`config.mk`:
```
export PLATFORM = sky130hd
export DESIGN_NAME = sixsd_top
export DESIGN_NICKNAME = d
export VERILOG_FILES = /design/src/sixsd_pkg.sv /design/src/sixsd_top.sv /design/src/sixsd_buf.sv
export VERILOG_INCLUDE_DIRS = /design/src
export SDC_FILE = /design/constraint.sdc
export NUM_CORES = 2
export LEC_CHECK = 0
export ABC_CLOCK_PERIOD_IN_PS = 6400
export BUFFER_PORTS_ARGS = -buffer_cell sky130_fd_sc_hd__buf_2
export CELL_PAD_IN_SITES_DETAIL_PLACEMENT = 0
export CELL_PAD_IN_SITES_GLOBAL_PLACEMENT = 1
export CORE_ASPECT_RATIO = 1.25
export CORE_MARGIN = 2
export CORE_UTILIZATION = 45
export CTS_CLUSTER_SIZE = 30
export DETAILED_ROUTE_END_ITERATION = 8
export GPL_ROUTABILITY_DRIVEN = 0
export MAX_ROUTING_LAYER = met4
export PLACE_DENSITY_LB_ADDON = 0.1
export SYNTH_ARGS = -nofsm -noshare
export SYNTH_HDL_FRONTEND = slang
export SYNTH_SLANG_ARGS = --single-unit
```
`constraint.sdc`:
```
create_clock -name clk_i -period 6.4 [get_ports clk_i]
set_input_delay 0.96 -clock clk_i [delete_from_list [all_inputs] [get_ports clk_i]]
set_output_delay 0.96 -clock clk_i [all_outputs]
set_load 0.02 [all_outputs]
```
`src/sixsd_consts.svh`:
```
// How it works
// - Each channel keeps a 3-bit gain code mapped to 0..38 dB
// - Each channel takes one modulator bit every eight device clock ticks
// - Decimator turns device clock /8 input into one 15-bit word per /256
// - Filter is three cascaded 32-tap moving sums, a sinc-cubed response
// - Results are two's complement, negative input gives negative code
// - 16-bit format shifts the 15-bit result left, LSB forced to zero
// - At or above positive full scale the 16-bit word is 0x7FFF
// - Mixed format sends 15 bits with the top bit as data flag
// - Device clock comes from the pin clock through a programmable divider
// - Result registers update at the sample rate from the device clock
// - Six independent channels, each with own gain, input and filter
// - Control bits numbered 0 to 7, bit 7 most significant
// - With the data mode bit set and the mixed bit clear, incoming control words are ignored
// - Clock divider offers divide by 1 (default) through 5 by code field
`ifndef SIXSD_CONSTS_SVH
`define SIXSD_CONSTS_SVH
`define SX_NCH 6
`define SX_CIC_W 17
`define SX_DATA_MODE_BIT 0
`define SX_MIXED_BIT 1
`define SX_DIV_HI 7
`define SX_DIV_LO 5
`define SX_DIV_MAX 3'h4
`define SX_PH_LAST 3'h7
`define SX_DEC_LAST 5'h1F
`define SX_CIC_OFF 17'h04000
`define SX_POS_FS 15'h3FFF
`define SX_CLIP_WORD 16'h7FFF
`define SX_DATA_FLAG 1'h0
`define SX_BUF_DEPTH 2
`endif

```
`src/sixsd_pkg.sv`:
```
`default_nettype none
`include "sixsd_consts.svh"
package sixsd_pkg;
   typedef struct packed {
      logic [`SX_NCH-1:0][15:0] word;
   } sixsd_frame_t;
   typedef struct packed {
      logic [7:0] serial_mode;
      logic [7:0] clk_div;
   } sixsd_ctrl_t;
endpackage
`default_nettype wire

```
`src/sixsd_top.sv`:
```
`timescale 1ns/100ps
`default_nettype none
`include "sixsd_consts.svh"
module sixsd_top
   import sixsd_pkg::*;
#(
   parameter int NCH = `SX_NCH,
   parameter int W = `SX_CIC_W
) (
   // Clock, reset, enable
   input wire logic clk_i,
   input wire logic arst_n_i,
   input wire logic ce_i,
   // Modulator bit streams, one per channel (asynchronous pins)
   input wire logic [NCH-1:0] mod_bit_i,
   // Control bytes and gain codes
   input wire sixsd_ctrl_t ctrl_i,
   input wire logic [NCH-1:0][2:0] gain_code_i,
   // Incoming control words from the serial side
   input wire logic ctrl_word_valid_i,
   output logic ctrl_word_taken_o,
   // Gain stage drive
   output logic [NCH-1:0][2:0] gain_code_o,
   output logic [NCH-1:0][5:0] gain_db_o,
   // Sample frames toward the serial port
   output logic frame_valid_o,
   output sixsd_frame_t frame_o,
   input wire logic frame_ready_i,
   // Status
   output logic overrun_o,
   output logic sample_strobe_o
);
   typedef struct packed {
      logic [NCH-1:0] sync1;
      logic [NCH-1:0] sync2;
      logic [2:0] div_cnt;
      logic dm_tick;
      logic [2:0] ph;
      logic [4:0] dec;
      logic mod_stb;
      logic dec_stb;
      logic [NCH-1:0][W-1:0] i1;
      logic [NCH-1:0][W-1:0] i2;
      logic [NCH-1:0][W-1:0] i3;
      logic [NCH-1:0][W-1:0] d1;
      logic [NCH-1:0][W-1:0] d2;
      logic [NCH-1:0][W-1:0] d3;
      logic [NCH-1:0][14:0] res;
      logic push;
      logic overrun;
      logic taken;
      logic [NCH-1:0][2:0] gcode;
      logic [NCH-1:0][5:0] gdb;
   } sixsd_st_t;
   sixsd_st_t st_reg, st_next;

   logic buf_ready;
   sixsd_frame_t frame_fmt;

   initial begin
      if (NCH != `SX_NCH) $error("channel count must match the frame carrier");
      if (W != `SX_CIC_W) $error("filter width must hold 32 cubed");
   end

   function automatic logic [5:0] gain_db(input logic [2:0] code);
      case (code)
         3'h0: gain_db = 6'h00;
         3'h1: gain_db = 6'h06;
         3'h2: gain_db = 6'h0C;
         3'h3: gain_db = 6'h12;
         3'h4: gain_db = 6'h14;
         3'h5: gain_db = 6'h1A;
         3'h6: gain_db = 6'h20;
         default: gain_db = 6'h26;
      endcase
   endfunction

   // Filter output sits in 0..32768; removing the midpoint gives the signed word
   function automatic logic [14:0] to_signed15(input logic [W-1:0] c3);
      logic [W-1:0] r;
      r = c3 - `SX_CIC_OFF;
      if (!r[W-1] && (r > {2'h0, `SX_POS_FS}))
         to_signed15 = `SX_POS_FS;
      else
         to_signed15 = r[14:0];
   endfunction

   function automatic logic [15:0] fmt(input logic [14:0] v, input logic mixed);
      if (mixed)
         fmt = {`SX_DATA_FLAG, v};
      else if (v == `SX_POS_FS)
         fmt = `SX_CLIP_WORD;
      else
         fmt = {v, 1'h0};
   endfunction

   always_comb begin
      logic [2:0] ratio;
      logic data_mode;
      logic mixed;
      logic [W-1:0] c1;
      logic [W-1:0] c2;
      c1 = '0;
      c2 = '0;
      // Bit numbering: index 7 is the most significant control bit
      data_mode = ctrl_i.serial_mode[`SX_DATA_MODE_BIT];
      mixed = data_mode && ctrl_i.serial_mode[`SX_MIXED_BIT];
      ratio = ctrl_i.clk_div[`SX_DIV_HI:`SX_DIV_LO];
      st_next = st_reg;
      if (ratio > `SX_DIV_MAX) ratio = 3'h0;
      st_next.sync1 = mod_bit_i;
      st_next.sync2 = st_reg.sync1;
      // Divided device clock as a one-cycle tick
      st_next.dm_tick = (st_reg.div_cnt == ratio);
      st_next.div_cnt = (st_reg.div_cnt >= ratio) ? 3'h0 : st_reg.div_cnt + 3'h1;
      st_next.mod_stb = 1'b0;
      st_next.dec_stb = 1'b0;
      if (st_reg.dm_tick) begin
         st_next.ph = st_reg.ph + 3'h1;
         if (st_reg.ph == `SX_PH_LAST) begin
            st_next.mod_stb = 1'b1;
            st_next.dec = st_reg.dec + 5'h1;
            st_next.dec_stb = (st_reg.dec == `SX_DEC_LAST);
         end
      end
      for (int ch = 0; ch < NCH; ch++) begin
         // Each channel has its own gain, input and filter state
         st_next.gcode[ch] = gain_code_i[ch];
         st_next.gdb[ch] = gain_db(gain_code_i[ch]);
         if (st_reg.mod_stb) begin
            st_next.i1[ch] = st_reg.i1[ch] + {{(W-1){1'b0}}, st_reg.sync2[ch]};
            st_next.i2[ch] = st_reg.i2[ch] + st_reg.i1[ch];
            st_next.i3[ch] = st_reg.i3[ch] + st_reg.i2[ch];
         end
         if (st_reg.dec_stb) begin
            // Wrapping arithmetic is exact since the full gain fits in W bits
            c1 = st_reg.i3[ch] - st_reg.d1[ch];
            c2 = c1 - st_reg.d2[ch];
            st_next.d1[ch] = st_reg.i3[ch];
            st_next.d2[ch] = c1;
            st_next.d3[ch] = c2;
            st_next.res[ch] = to_signed15(c2 - st_reg.d3[ch]);
         end
      end
      st_next.push = st_reg.dec_stb;
      // A full buffer drops the whole frame rather than tearing channels apart
      st_next.overrun = st_reg.push && !buf_ready;
      st_next.taken = ctrl_word_valid_i && (!data_mode || mixed);
      for (int ch = 0; ch < NCH; ch++) begin
         frame_fmt.word[ch] = fmt(st_reg.res[ch], mixed);
      end
   end

   always_ff @(posedge clk_i or negedge arst_n_i) begin
      if (!arst_n_i) begin
         st_reg <= '0;
      end else if (ce_i) begin
         st_reg <= st_next;
      end
   end

   sixsd_buf #(
      .W($bits(sixsd_frame_t)),
      .DEPTH(`SX_BUF_DEPTH)
   ) u_buf (
      .clk_i(clk_i),
      .arst_n_i(arst_n_i),
      .ce_i(ce_i),
      .in_valid_i(st_reg.push),
      .in_data_i(frame_fmt),
      .in_ready_o(buf_ready),
      .out_valid_o(frame_valid_o),
      .out_data_o(frame_o),
      .out_ready_i(frame_ready_i)
   );

   assign ctrl_word_taken_o = st_reg.taken;
   assign gain_code_o = st_reg.gcode;
   assign gain_db_o = st_reg.gdb;
   assign overrun_o = st_reg.overrun;
   assign sample_strobe_o = st_reg.push;
endmodule
`default_nettype wire

```
`src/sixsd_buf.sv`:
```
`timescale 1ns/100ps
`default_nettype none
`include "sixsd_consts.svh"
module sixsd_buf #(
   parameter int W = 96,
   parameter int DEPTH = `SX_BUF_DEPTH
) (
   // Clock and reset
   input wire logic clk_i,
   input wire logic arst_n_i,
   input wire logic ce_i,
   // Fill side
   input wire logic in_valid_i,
   input wire logic [W-1:0] in_data_i,
   output logic in_ready_o,
   // Drain side
   output logic out_valid_o,
   output logic [W-1:0] out_data_o,
   input wire logic out_ready_i
);
   typedef struct packed {
      logic [1:0][W-1:0] ent;
      logic [1:0] cnt;
      logic vld;
      logic rdy;
   } sixsd_buf_st_t;
   sixsd_buf_st_t st_reg, st_next;

   initial begin
      if (DEPTH != 2) $error("sixsd_buf supports depth 2 only");
   end

   always_comb begin
      logic pop;
      logic push;
      logic [1:0] c;
      pop = st_reg.vld && out_ready_i;
      push = in_valid_i && st_reg.rdy;
      st_next = st_reg;
      c = st_reg.cnt;
      if (pop) begin
         st_next.ent[0] = st_reg.ent[1];
         c = c - 2'h1;
      end
      if (push) begin
         st_next.ent[c[0]] = in_data_i;
         c = c + 2'h1;
      end
      st_next.cnt = c;
      // Flags kept as flops so the top sees registered handshakes
      st_next.vld = (c != 2'h0);
      st_next.rdy = (c != 2'h2);
   end

   always_ff @(posedge clk_i or negedge arst_n_i) begin
      if (!arst_n_i) begin
         st_reg <= '0;
         st_reg.rdy <= 1'b1;
      end else if (ce_i) begin
         st_reg <= st_next;
      end
   end

   assign in_ready_o = st_reg.rdy;
   assign out_valid_o = st_reg.vld;
   assign out_data_o = st_reg.ent[0];
endmodule
`default_nettype wire

```
* Word-level counts from Yosys, hierarchy flattened
Cells that the tools add are included.
** Storage, ports and cells
- Register bits :: 981
- Bits of input ports :: 45
- Output and inout bits :: 154
- Word-level logic and storage cells :: 241
** Cells by class
- Add/sub/neg operators :: 47
- $lt $le $gt $ge :: 10
- Equality and inequality tests :: 46
- Mux-type cells :: 35
- Reductions and logical operators :: 33
** Operators with widths (count)
- 17-bit subtractor :: 18
- 96-bit two-way mux :: 3
- 6-bit case mux with 7 select lines :: 6
- 17-bit adder :: 12
- 192-bit bitwise mux :: 1
- 16-bit two-way mux :: 12
- 17-bit by 1-bit adder with 17-bit output :: 6
- 17-bit by 14-bit greater-than comparator with 1-bit output, second input constant :: 6
- 17-bit by 15-bit subtractor with 17-bit output, second input constant :: 6
- 96-bit demux with 1-bit select :: 1
- 15-bit by 14-bit == test with 1-bit output, second input constant :: 6
- 15-bit two-way mux :: 6
- 3-bit == test, second input constant :: 19
- 3-bit by 2-bit == test with 1-bit output, second input constant :: 12
- 3-bit by 1-bit == test with 1-bit output, second input constant :: 6
- 3-bit logical NOT :: 6
- 1-bit logical AND :: 12
- 1-bit logical NOT :: 8
- 2-bit two-way mux :: 4
- 2-bit AND reduction :: 4
- 3-bit by 1-bit adder with 3-bit output, second input constant :: 2
- 3-bit two-way mux :: 2
- 5-bit by 1-bit adder with 5-bit output, second input constant :: 1
- 5-bit == test, second input constant :: 1
- 11 further kinds :: 11

* Longest topological paths before layout
- Depth after elaboration :: 8
- Depth in mapped cells :: 31
- Depth with buffers taken out :: 30

* By module
A second synthesis with hierarchy kept.
** Unflattened totals
- Cell total of the unflattened synthesis :: 6914
- Area, all modules :: 63492.1 µm²
** By module, submodules not included
- sixsd_top :: times used 1, cells an instance 6254, area an instance 54720.0 µm², seq. area each 19493.7 µm²
- sixsd_buf :: times used 1, cells an instance 660, area an instance 8772.2 µm², seq. area each 4906.0 µm²

* Worst setup path before layout
Ideal clock, no wire load.
- Kind :: register to register
- Start point :: register st_reg[504] in the netlist's numbering
- End point :: register st_reg[106] in the netlist's numbering
- Library setup time :: 0.145 ns
- Data arrival time :: 5.465 ns
- Required time :: 6.255 ns
- Setup slack :: 0.790 ns
- Cell stages (with the launch flop) :: 28
- Buffers on the path :: 2
- Period minus slack after synthesis :: 5.610 ns
- Cells stage by stage :: dfrtp_1 inv_1 ha_1 inv_1 fa_1 a211oi_1 o21ai_1 a41o_1 nor2_1 xnor2_1 ha_1 or3_1 a211oi_1 nor2_1 a211oi_1 o21bai_1 xnor2_1 ha_1 inv_1 ha_1 clkbuf_1 and3_1 a2111oi_0 and3_1 a211oi_1 mux2i_2 buf_4 o211ai_1
** Between the ends
- Longest elaborated chain between the ends :: 7
- Elaborated cells on any way between the ends :: 8
- Those cells by class :: add/sub (4); order compare (1); mux (1); reduce/logical (2)
** Ends and longest elaborated chain
- start: declaration :: line sixsd_top.sv:55 : sixsd_st_t st_reg, st_next;
- start signal: assignment :: line sixsd_top.sv:158 : st_reg <= st_next;
- 17-bit subtractor * :: line sixsd_top.sv:137 : c1 = st_reg.i3[ch] - st_reg.d1[ch];
- 17-bit subtractor * :: line sixsd_top.sv:138 : c2 = c1 - st_reg.d2[ch];
- 17-bit subtractor * :: line sixsd_top.sv:142 : st_next.res[ch] = to_signed15(c2 - st_reg.d3[ch]);
- 17-bit by 15-bit subtractor with 17-bit output (no line) *
- 17-bit by 14-bit greater-than comparator with 1-bit output or 1-bit logical NOT (tied branches) :: line sixsd_top.sv:82 : if (!r[W-1] && (r > {2'h0, `SX_POS_FS}))
- 1-bit logical AND :: line sixsd_top.sv:82
- 15-bit two-way mux * :: line sixsd_top.sv:82
Every way passes the cells marked *; elsewhere a longest branch is shown, timed or not.
A chain may end at the register's enable or synchronous reset.

* Final worst setup path
- Start point :: register st_reg[504] in the netlist's numbering
- End point :: register st_reg[116] in the netlist's numbering
The elaborated chain is that of the path after synthesis.

==> key figures <==
Run status
  – Outcome: complete, no violations

Die
  – # rows: 151
  – Core area: 0.136 sq mm
  – Die Width: 335 um
  – IO Pins: 199
  – Die height: 418 um
  – Die area: 0.140 sq mm
  – Initial Util: 45.4%

Timing
  – Hold slack: 0.234 ns
  – Slew @ Worst Pin: 0.973 ns
  – Max Freq: 166 MHz
  – Minimum clock period: 6.04 ns
  – Worst Skew: 0.0142 ns
  – Pins Over Slew Limit: 0
  – Final period util: 94.3%
  – Final hold violations: 0
  – Max-slew headroom: 35.1%
  – Final WS setup: 0.364 ns
  – Final setup viols: 0

Layout
  – Area growth, synth to finish: 9.34%
  – Fillers: 12900
  – Final core occ: 49.6%
  – Max reg flops: 721
  – Non-filler cells, final: 8600
  – Most common cell after layout, fill and taps aside: dfrtp_1
  – Post-layout net count: 7412
  – Layout cells sized above 1: 8.76%
  – Most frequent cells in the layout: 973 x dfrtp_1, 941 x nand2_1, 745 x o21ai_0

Power
  – Pwr dens: 350 mW/mm^2
  – VDD IR max: 218 uV
  – Leakage dissipation: 32.4 nW

Placement
  – Worst slack, placed: 0.114 ns
  – Placed cell count: 8388
  – DPL Wire Length: 89700 um
  – IO buf count: 181

Critical path
  – CP required: 7.01 ns
  – Crit. End Element: register
  – Crit path buffers/inverters: 4
  – WP data arrival: 6.64 ns
  – Worst reg2reg path depth: 30
  – Most used cell, CP: ha_1
  – Worst Path Max Fanout: 7
  – R2r endpoint: st_reg[116]$_DFFE_PN0P_
  – Worst reg-to-reg setup slack: 0.36 ns
  – CP max-delay cell: fa_1
  – Critical Path Max Stage Delay: 0.45 ns
  – Critical path type: register to register
  – CP startpoint kind: register
  – Family with the most delay on the worst path: compound AO/OA/AOI/OAI gates
  – Worst R2R Start: st_reg[504]$_DFFE_PN0P_

Clock tree
  – Root buffer cell: clkbuf_16
  – Number of CTS-inserted buffers: 110
  – Clk sinks: 975
  – CTS tree: built
  – Clk_lat worst skew: 0.72 ns
  – Clock slew at reported path FFs: 0.06 ns
  – Max H-tree Level: 3
  – Max Root-Sink Buffers: 3

GRT
  – Tot GR Track Use: 18.7%
  – Via count of the first global-routing pass: 42600
  – Initial antenna violation count: 3
  – Largest net degree at the start of global routing: 193
  – Global route overflow: 0
  – First-pass GRT wire length: 216000 um

Logic synthesis
  – Syn_area_per_cell: 9.09 sq um
  – Async set or reset register ratio after synthesis: 100%
  – EDFF count, synth: 0
  – Yosys cell types: 89
  – Seq cells post-synth: 975
  – Ys flop type: dfrtp_1
  – Register area share after synthesis: 39.6%
  – Synthesis Warnings: 0
  – Mapped cell area: 0.0616 sq mm
  – Mapped Cells: 6776

Min path
  – Worst hold-check path type: input port to asynchronous set/reset pin

Detailed routing
  – Routed wire length: 126000 um
  – DR iter-0 viols: 2028
  – Post-DRT Antenna Nets: 0
  – Vias per cell: 5.17
  – DRT Pass-1 Iters: 5
  – Routed WL per cell: 14.7 um
  – Total number of vias: 44500
  – Drc violations: 0

Run
  – Maximum Capacitance Violations: 0
==> how the worst max path moves through the flow <==
stage | slack, ns | to | cells past startpoint | start
4_1_cts | 0.06 | st_reg[74]$_DFFE_PN0P_ | 25 | st_reg[369]$_DFFE_PN0P_
6_report | 0.36 | st_reg[116]$_DFFE_PN0P_ | 30 | st_reg[504]$_DFFE_PN0P_
3_5_place_dp | 0.11 | st_reg[74]$_DFFE_PN0P_ | 26 | st_reg[471]$_DFFE_PN0P_
3_3_place_gp | 0.18 | st_reg[73]$_DFFE_PN0P_ | 25 | st_reg[369]$_DFFE_PN0P_
2_1_floorplan | 0.79 | st_reg[106]$_DFFE_PN0P_ | 27 | st_reg[504]$_DFFE_PN0P_
5_1_grt | -0.07 | st_reg[137]$_DFFE_PN0P_ | 29 | st_reg[437]$_DFFE_PN0P_
==> final cells by class <==
| class | count | area [sq um] | share of cell area [%] |
|---|---|---|---|
| clock buffer | 162 | 3210 | 4.77 |
| inverter | 469 | 1760 | 2.61 |
| antenna | 1 | 2.50 | 0.00372 |
| tap | 1759 | 2200 | 3.27 |
| timing repair buffer | 237 | 1550 | 2.30 |
| multi-input combinational | 4954 | 33600 | 49.9 |
| clock inverter | 43 | 587 | 0.872 |
| sequential | 975 | 24400 | 36.2 |
==> timing repair <==
action | 4_1_cts | 5_1_grt
buffers inserted | 0 | 5
endpoints found under the setup margin | 0 | 83
resized for setup | 0 | 51
hold buffers | 0 | 0
==> per-stage QoR <==
step	power [mW]	area [sq um]	setup TNS (ns)
floorplan	15.0	61600	0
global placement	16.9	63300	0
detailed placement	17.0	63300	0
CTS	23.8	67100	0
global route	25.5	67300	-0.493
finish	23.6	67300	0
==> layer usage <==
metal / share of wire (%) / track usage [%] / vias to the layer above
met5: 0 / - / -
met4: 1.7 / 4.48 / 0
met3: 3.1 / 2.28 / 149
met2: 41 / 27.4 / 409
met1: 54 / 27.6 / 20600
li1: - / - / 23300
==> synthesized netlist by cell type, types with 15 or more instances <==
library cell	n	area, sq um
a211o_1	16	140
nand2b_1	77	482
o21bai_1	32	240
a21boi_0	34	255
o21ai_0	756	3780
nor4_1	17	106
xor2_1	210	1840
o21a_1	57	428
inv_1	469	1760
nor2b_1	71	444
dfrtp_1	974	24400
o2111ai_1	15	131
a31oi_1	39	244
fa_1	30	601
and3_1	56	350
a21o_1	95	713
or2_2	26	163
buf_1	20	75.1
o211ai_1	44	330
nor3_1	65	325
nand2_1	943	3540
a211oi_1	41	308
nand4_1	34	213
ha_1	590	7380
and2_1	31	194
mux2_2	69	777
or3_1	51	319
o31ai_1	27	203
mux2i_1	91	911
clkbuf_1	204	766
a21oi_1	376	1880
nand3_1	132	661
buf_4	151	1130
xnor2_1	261	2290
o2bb2ai_1	102	893
nor2_1	375	1410
==> cell families after synthesis <==
family / synth area share [%]
other: 0.00609
xor gates and xnor gates: 6.96
AOI/OAI and AO/OA: 17.5
and+or+nand+nor: 14.0
muxes: 2.79
adders and majority gates: 13.0
buffers and inverters: 6.17
DFF: 39.6
==> power by group <==
part / total (mW) / switching, mW / internal [mW]
Sequential: 7.91 / 0.750 / 7.16
Clock: 6.64 / 2.65 / 3.99
Combinational: 9.04 / 5.31 / 3.73
Total: 23.6 / 8.71 / 14.9
Note: power is estimated with default switching activity, not from simulation.
